===== config.mk =====
export PLATFORM = sky130hd
export DESIGN_NAME = rab_register_bank
export DESIGN_NICKNAME = d
export VERILOG_FILES = /design/src/rab_pkg.sv /design/src/rab_register_bank.sv
export SDC_FILE = /design/constraint.sdc
export NUM_CORES = 1
export LEC_CHECK = 0
export ABC_AREA = 1
export BUFFER_PORTS_ARGS = -buffer_cell sky130_fd_sc_hd__buf_2
export CORE_ASPECT_RATIO = 0.7
export CORE_MARGIN = 4
export CORE_UTILIZATION = 25
export CTS_CLUSTER_SIZE = 12
export DETAILED_ROUTE_END_ITERATION = 8
export PLACE_DENSITY = 0.57
export SLEW_MARGIN = 10
export SYNTH_ARGS = -nofsm -noshare
export SYNTH_HDL_FRONTEND = slang
export SYNTH_SLANG_ARGS = --single-unit
export TNS_END_PERCENT = 50

===== constraint.sdc =====
create_clock -name clock -period 1.7 [get_ports clock]
set_input_delay 0.425 -clock clock [delete_from_list [all_inputs] [get_ports clock]]
set_output_delay 0.425 -clock clock [all_outputs]
set_load 0.03 [all_outputs]

===== src/rab_pkg.sv =====
// Constants and carriers for the register access attribute bank
package rab_pkg;

    // Configuration functions
    localparam logic       RAB_FN_BRIDGE    = 1'b0;
    localparam logic       RAB_FN_IOC       = 1'b1;

    // Configuration offsets
    localparam logic [7:0] RAB_OFF_MEM_BASE = 8'h10;
    localparam logic [7:0] RAB_OFF_ALT_BASE = 8'h40;
    localparam logic [7:0] RAB_OFF_ATTR_A   = 8'h4c;
    localparam logic [7:0] RAB_OFF_ATTR_B   = 8'h50;

    // SMBus-only offsets
    localparam logic [7:0] RAB_SMB_OFF_SCRATCH = 8'h00;
    localparam logic [7:0] RAB_SMB_OFF_STATUS  = 8'h04;

    // Window bases: 4 KB aligned, low bits read as zero
    localparam logic [31:0] RAB_BASE_MASK   = 32'hffff_f000;
    localparam logic [31:0] RAB_BASE_RESET  = 32'h0000_0000;
    localparam int          RAB_WIN_LSB     = 12;

    // Byte lanes of attribute register A
    localparam int RAB_LANE_RW         = 0;
    localparam int RAB_LANE_STICKY_RW  = 1;
    localparam int RAB_LANE_W1C        = 2;
    localparam int RAB_LANE_STICKY_W1C = 3;
    // Byte lanes of attribute register B (lane 3 reserved)
    localparam int RAB_LANE_ONCE       = 0;
    localparam int RAB_LANE_STICKY_RO  = 1;
    localparam int RAB_LANE_RO         = 2;

    // Field defaults
    localparam logic [7:0]  RAB_BYTE_RESET  = 8'h00;
    localparam logic [31:0] RAB_WORD_RESET  = 32'h0000_0000;

    // Configuration port request
    typedef struct packed {
        logic        valid;
        logic        write;
        logic        func;
        logic [7:0]  addr;
        logic [3:0]  be;
        logic [31:0] wdata;
    } rab_cfg_req_t;

    // SMBus port request
    typedef struct packed {
        logic        valid;
        logic        write;
        logic [7:0]  addr;
        logic [31:0] wdata;
    } rab_smb_req_t;

    // Answer for either port
    typedef struct packed {
        logic        ack;
        logic [31:0] rdata;
    } rab_rsp_t;

endpackage


===== src/rab_register_bank.sv =====
// Register bank with read-only, clear, once and sticky bit attributes
module rab_register_bank
    import rab_pkg::*;
(
    input  wire logic         clock,
    input  wire logic         reset,
    input  wire logic         power_good_reset,
    input  wire rab_cfg_req_t cfg_req,
    output rab_rsp_t          cfg_rsp,
    input  wire rab_smb_req_t smb_req,
    output rab_rsp_t          smb_rsp,
    input  wire logic [7:0]   hw_event,
    input  wire logic [7:0]   hw_sticky_event,
    input  wire logic [7:0]   hw_fault,
    input  wire logic [7:0]   hw_status,
    input  wire logic [7:0]   smb_status,
    input  wire logic         mem_valid,
    input  wire logic [31:0]  mem_addr,
    output logic [31:0]       ioc_mem_base,
    output logic [31:0]       ioc_alt_base,
    output logic [31:0]       hp_mem_base,
    output logic              ioc_window_hit,
    output logic              hp_window_hit,
    output logic [7:0]        rw_ctrl,
    output logic [7:0]        sticky_rw_ctrl
);

    logic [7:0] write_one_clear;
    logic [7:0] sticky_write_one_clear;
    logic [7:0] sticky_read_only;
    logic [7:0] ro_live;
    logic [7:0] write_once;
    logic       write_once_locked;
    logic [31:0] smb_scratch;
    logic       wr_br;
    logic       wr_ioc;
    logic       wr_a;
    logic       wr_b;
    logic [7:0] clr_a;
    logic [7:0] clr_s;

    // Byte-enabled merge limited to writable bits
    function automatic logic [31:0] merge(input logic [31:0] old,
                                          input logic [31:0] wd,
                                          input logic [3:0]  be,
                                          input logic [31:0] mask);
        logic [31:0] res;
        res = old;
        for (int k = 0; k < 4; k++)
        begin
            if (be[k])
            begin
                res[8*k +: 8] = (old[8*k +: 8] & ~mask[8*k +: 8])
                              | (wd[8*k +: 8] & mask[8*k +: 8]);
            end
        end
        return res;
    endfunction

    // Write decode per function and location
    assign wr_br  = cfg_req.valid && cfg_req.write
                    && cfg_req.func == RAB_FN_BRIDGE;
    assign wr_ioc = cfg_req.valid && cfg_req.write
                    && cfg_req.func == RAB_FN_IOC;
    assign wr_a   = wr_br && cfg_req.addr == RAB_OFF_ATTR_A;
    assign wr_b   = wr_br && cfg_req.addr == RAB_OFF_ATTR_B;
    assign clr_a  = (wr_a && cfg_req.be[RAB_LANE_W1C])
                    ? cfg_req.wdata[8*RAB_LANE_W1C +: 8] : RAB_BYTE_RESET;
    assign clr_s  = (wr_a && cfg_req.be[RAB_LANE_STICKY_W1C])
                    ? cfg_req.wdata[8*RAB_LANE_STICKY_W1C +: 8]
                    : RAB_BYTE_RESET;

    // Window bases, loaded with defaults by either reset
    always_ff @(posedge clock)
    begin
        if (reset || power_good_reset)
        begin
            ioc_mem_base <= RAB_BASE_RESET;
            ioc_alt_base <= RAB_BASE_RESET;
            hp_mem_base  <= RAB_BASE_RESET;
        end
        else
        begin
            if (wr_ioc && cfg_req.addr == RAB_OFF_MEM_BASE)
                ioc_mem_base <= merge(ioc_mem_base, cfg_req.wdata,
                                      cfg_req.be, RAB_BASE_MASK);
            if (wr_ioc && cfg_req.addr == RAB_OFF_ALT_BASE)
                ioc_alt_base <= merge(ioc_alt_base, cfg_req.wdata,
                                      cfg_req.be, RAB_BASE_MASK);
            if (wr_br && cfg_req.addr == RAB_OFF_MEM_BASE)
                hp_mem_base <= merge(hp_mem_base, cfg_req.wdata,
                                     cfg_req.be, RAB_BASE_MASK);
        end
    end

    // Plain read/write and write-one-clear fields
    always_ff @(posedge clock)
    begin
        if (reset || power_good_reset)
        begin
            rw_ctrl         <= RAB_BYTE_RESET;
            write_one_clear <= RAB_BYTE_RESET;
        end
        else
        begin
            if (wr_a && cfg_req.be[RAB_LANE_RW])
                rw_ctrl <= cfg_req.wdata[8*RAB_LANE_RW +: 8];
            // New event wins over a clear in the same cycle
            write_one_clear <= (write_one_clear & ~clr_a) | hw_event;
        end
    end

    // Live read-only copy, never written by software
    always_ff @(posedge clock)
    begin
        ro_live <= hw_status;
    end

    // Sticky fields: only power-good returns them to default
    always_ff @(posedge clock)
    begin
        if (power_good_reset)
        begin
            sticky_rw_ctrl         <= RAB_BYTE_RESET;
            sticky_write_one_clear <= RAB_BYTE_RESET;
            sticky_read_only       <= RAB_BYTE_RESET;
        end
        else
        begin
            if (wr_a && !reset && cfg_req.be[RAB_LANE_STICKY_RW])
                sticky_rw_ctrl <=
                    cfg_req.wdata[8*RAB_LANE_STICKY_RW +: 8];
            sticky_write_one_clear <= (sticky_write_one_clear
                & ~(reset ? RAB_BYTE_RESET : clr_s))
                | hw_sticky_event;
            sticky_read_only <= sticky_read_only | hw_fault;
        end
    end

    // Write-once field locks until power is cycled
    always_ff @(posedge clock)
    begin
        if (power_good_reset)
        begin
            write_once        <= RAB_BYTE_RESET;
            write_once_locked <= 1'b0;
        end
        else if (wr_b && !reset && !write_once_locked
                 && cfg_req.be[RAB_LANE_ONCE])
        begin
            write_once        <= cfg_req.wdata[8*RAB_LANE_ONCE +: 8];
            write_once_locked <= 1'b1;
        end
    end

    // Configuration read answer, one cycle after the request
    always_ff @(posedge clock)
    begin
        if (reset || power_good_reset)
        begin
            cfg_rsp <= '0;
        end
        else
        begin
            cfg_rsp.ack   <= cfg_req.valid;
            cfg_rsp.rdata <= RAB_WORD_RESET;
            if (cfg_req.valid && !cfg_req.write)
            begin
                unique case ({cfg_req.func, cfg_req.addr})
                    {RAB_FN_IOC, RAB_OFF_MEM_BASE}:
                        cfg_rsp.rdata <= ioc_mem_base;
                    {RAB_FN_IOC, RAB_OFF_ALT_BASE}:
                        cfg_rsp.rdata <= ioc_alt_base;
                    {RAB_FN_BRIDGE, RAB_OFF_MEM_BASE}:
                        cfg_rsp.rdata <= hp_mem_base;
                    {RAB_FN_BRIDGE, RAB_OFF_ATTR_A}:
                        cfg_rsp.rdata <= {sticky_write_one_clear,
                                          write_one_clear,
                                          sticky_rw_ctrl, rw_ctrl};
                    {RAB_FN_BRIDGE, RAB_OFF_ATTR_B}:
                        cfg_rsp.rdata <= {RAB_BYTE_RESET, ro_live,
                                          sticky_read_only,
                                          write_once};
                    default:
                        cfg_rsp.rdata <= RAB_WORD_RESET;
                endcase
            end
        end
    end

    // SMBus-only fields, absent from configuration space
    always_ff @(posedge clock)
    begin
        if (reset || power_good_reset)
        begin
            smb_scratch <= RAB_WORD_RESET;
            smb_rsp     <= '0;
        end
        else
        begin
            if (smb_req.valid && smb_req.write
                && smb_req.addr == RAB_SMB_OFF_SCRATCH)
                smb_scratch <= smb_req.wdata;
            smb_rsp.ack   <= smb_req.valid;
            smb_rsp.rdata <= RAB_WORD_RESET;
            if (smb_req.valid && !smb_req.write)
            begin
                if (smb_req.addr == RAB_SMB_OFF_SCRATCH)
                    smb_rsp.rdata <= smb_scratch;
                else if (smb_req.addr == RAB_SMB_OFF_STATUS)
                    smb_rsp.rdata <= {24'h00_0000, smb_status};
            end
        end
    end

    // Memory window decode against programmed bases
    always_ff @(posedge clock)
    begin
        if (reset || power_good_reset)
        begin
            ioc_window_hit <= 1'b0;
            hp_window_hit  <= 1'b0;
        end
        else
        begin
            ioc_window_hit <= mem_valid && (
                (ioc_mem_base != RAB_BASE_RESET && mem_addr[31:RAB_WIN_LSB]
                    == ioc_mem_base[31:RAB_WIN_LSB])
             || (ioc_alt_base != RAB_BASE_RESET && mem_addr[31:RAB_WIN_LSB]
                    == ioc_alt_base[31:RAB_WIN_LSB]));
            hp_window_hit <= mem_valid && hp_mem_base != RAB_BASE_RESET
                && mem_addr[31:RAB_WIN_LSB]
                   == hp_mem_base[31:RAB_WIN_LSB];
        end
    end
endmodule // rab_register_bank


==> metrics.cfg <==
[finish]
syn_to_final_growth_pct = 34.7
drive_above_1_share_pct = 29.9
nets = 1788
post-route-util_pct = 34.2

[synthesis]
avgSynthCellArea_sq_um = 7.42
yosys_warnings = 0
synth-seq-cells = 217
ys_types = 37
syn_area_sq_um = 9460
yosysSeqAreaShare_pct = 45.9
netlist_instances = 1274

[critical_path]
critPathCaptureType = output port
critPathLaunchType = flip-flop
crit_slowest_cell = dfxtp_1
cp.required_ns = 1.27
cp.arrival_ns = 1.24
crit_family = flip-flops
path_class = flip-flop to output port
path_max_fanout = 5
cp_cell_sequence = buf_2
worst-path-buf-inv = 1
critical-path-max-stage-delay_ns = 0.43

[drt]
ant_nets = 0
drc = 0
via_per_inst = 4.53
drt_iter0_drc = 936
routed_wl_um = 38100
vias = 9644
drtPass1Iterations = 5
drt-wirelength-per-cell_um = 17.9

[cts]
cts_buffer_depth = 3
clk_pin_slew_ns = 0.06
clockRootBuffer = clkbuf_16
htreeDepth = 1
cts_buffers = 24
cts_tree = yes
clk_latency_ns = 0.55
post_cts_buffers = 0
clock-sinks = 217

[timing]
setup_violations = 0
rsz0062_at_grt = false
max_freq_mhz = 599
tns_ns = 0
tightest_slew_ns = 0.607
period_share_pct = 98.2
maxSlewViolCount = 0
fin_ws_ns = 0.0307
maxSlewHeadroom_pct = 59.5
hold_viol = 0
clock_skew_ns = 0.0131
period_needed_ns = 1.67

[placed_design]
place_congestion = 0.928
portBuffers = 296
place_ws_ns = -0.234
place.detailed.hpwl_um = 30100

[global_routing]
grt_start_max_net_pins = 53
grt-ovfl-total = 0
grt_pass1_vias = 9141
grtUsageTotal_pct = 17.7
antenna_found_initial = 3
grt_pass1_wl_um = 55800

[floorplanning]
start_util_pct = 25.4
core_area_sq_um = 37300
die_area_sq_um = 41100
die_w_um = 240
rows = 59
pin_count = 345
die_h_um = 171

[power_and_ir_drop]
total_leakage_power_nw = 5.60
p_per_area_nw_per_um2 = 860
vdd_drop_max_uv = 636

[worst_hold_path]
min_path_type = input pin to flip-flop

[job]
maxCapViolCount = 0

[run_status]
outcome = completed

-- path summary, 6_finish.rpt --
check        slack [ns]  cells after the start                  end              from
max                0.03                      1     ioc_alt_base[30]  ioc_alt_base[30]
min                0.09                      3  sticky_read_only[4]       hw_fault[4]
max reg2reg        0.36                      8       ioc_window_hit  ioc_mem_base[24]
min reg2reg        0.43                      2          smb_rsp[23]   smb_scratch[23]
-- registers in the layout, indices dropped and copies added (netlist names) --
name / flops
sticky_rw_ctrl: 8
hp_window_hit: 1
write_once: 8
ioc_window_hit: 1
ro_live: 8
ioc_alt_base: 20
sticky_read_only: 8
write_once_locked: 1
cfg_rsp: 33
rw_ctrl: 8
hp_mem_base: 20
ioc_mem_base: 20
sticky_write_one_clear: 8
write_one_clear: 8
smb_scratch: 32
smb_rsp: 33
-- stage by stage --
| stage | power (mW) | instance area [sq um] | hold slack [ns] | cells |
|---|---|---|---|---|
| 3_5_place_dp | 6.04 | 11800 | 0.425 | 2077 |
| 3_3_place_gp | 6.03 | 11800 | 0.419 | 2077 |
| 4_1_cts | 11.1 | 12700 | 0.0695 | 2126 |
| 6_report | 11.0 | 12700 | 0.0850 | 2131 |
| 2_1_floorplan | 5.71 | 9590 | 0.416 | 1309 |
| 5_1_grt | 11.4 | 12700 | 0.0872 | 2129 |
-- placed cells by master (no fill, tap or decap), drive strengths merged, types with 5 or more instances in the layout --
master       count
nand3          133
clkbuf          40
o21ai          107
xnor2           33
dfxtp          217
dlygate4sd3      8
nor3             7
nor2           201
buf            361
inv            120
clkinv           5
diode            5
a21oi          121
nand4            7
conb            36
nand2          224
-- per-layer routing --
layer | global-route usage, % | vias up | share of wire, %
met5 | 0 | - | 0
met4 | 3.99 | 0 | 1.8
met3 | 4.29 | 44 | 8.2
met2 | 27.1 | 344 | 44
met1 | 25.2 | 4519 | 46
li1 | - | 4737 | -
-- cell families after synthesis --
group | count (synthesis) | synth area share [%]
other | 1 | 0.0396
DFF | 217 | 45.9
xor gates and xnor gates | 37 | 3.43
and+or+nand+nor | 581 | 27.3
buffers and inverters | 205 | 10.4
AOI/OAI and AO/OA | 233 | 12.9
-- cell usage after synthesis, drive strengths merged --
cell,instances,area share [%]
nor2,201,8.9
nand4,7,0.62
xnor2,33,3.1
o21ai,107,5.7
nand2,224,9.0
and3,1,0.066
nor4b,1,0.16
nor4,4,0.26
or2,3,0.20
a22o,1,0.093
nor3,7,0.66
clkbuf,19,0.75
dfxtp,217,46
nand3,133,7.4
a21oi,121,6.8
xor2,4,0.37
buf,67,4.9
conb,1,0.040
inv,119,4.7
o22ai,4,0.26
-- tightest hold or removal path: cells and delay by family --
kind | cells | cell delay [ns]
AND/OR/NAND/NOR | 2 | 0.09
buffers and inverters | 1 | 0.08
-- what timing repair did --
| item | 4_1_cts | 5_1_grt |
|---|---|---|
| resized for setup | 48 | 21 |
| endpoints found under the setup margin | 37 | 17 |
| hold endpoints to repair | 8 | 0 |
| hold buffers | 8 | 0 |
-- final cells by class --
class / count / area (sq um)
sequential: 217 / 4400
inverter: 119 / 447
fill: 4019 / 24500
clock inverter: 6 / 45.0
timing repair buffer: 374 / 2270
multi-input combinational: 887 / 4270
tap: 488 / 611
antenna: 5 / 12.5
clock buffer: 35 / 692
-- power breakdown --
part           switching, mW  total [mW]  internal (mW)
logic                  0.517       0.796          0.279
clock network           2.19        5.00           2.82
registers             0.0230        5.15           5.13
total                   2.73        11.0           8.23
(Power assumes the default switching activity.)
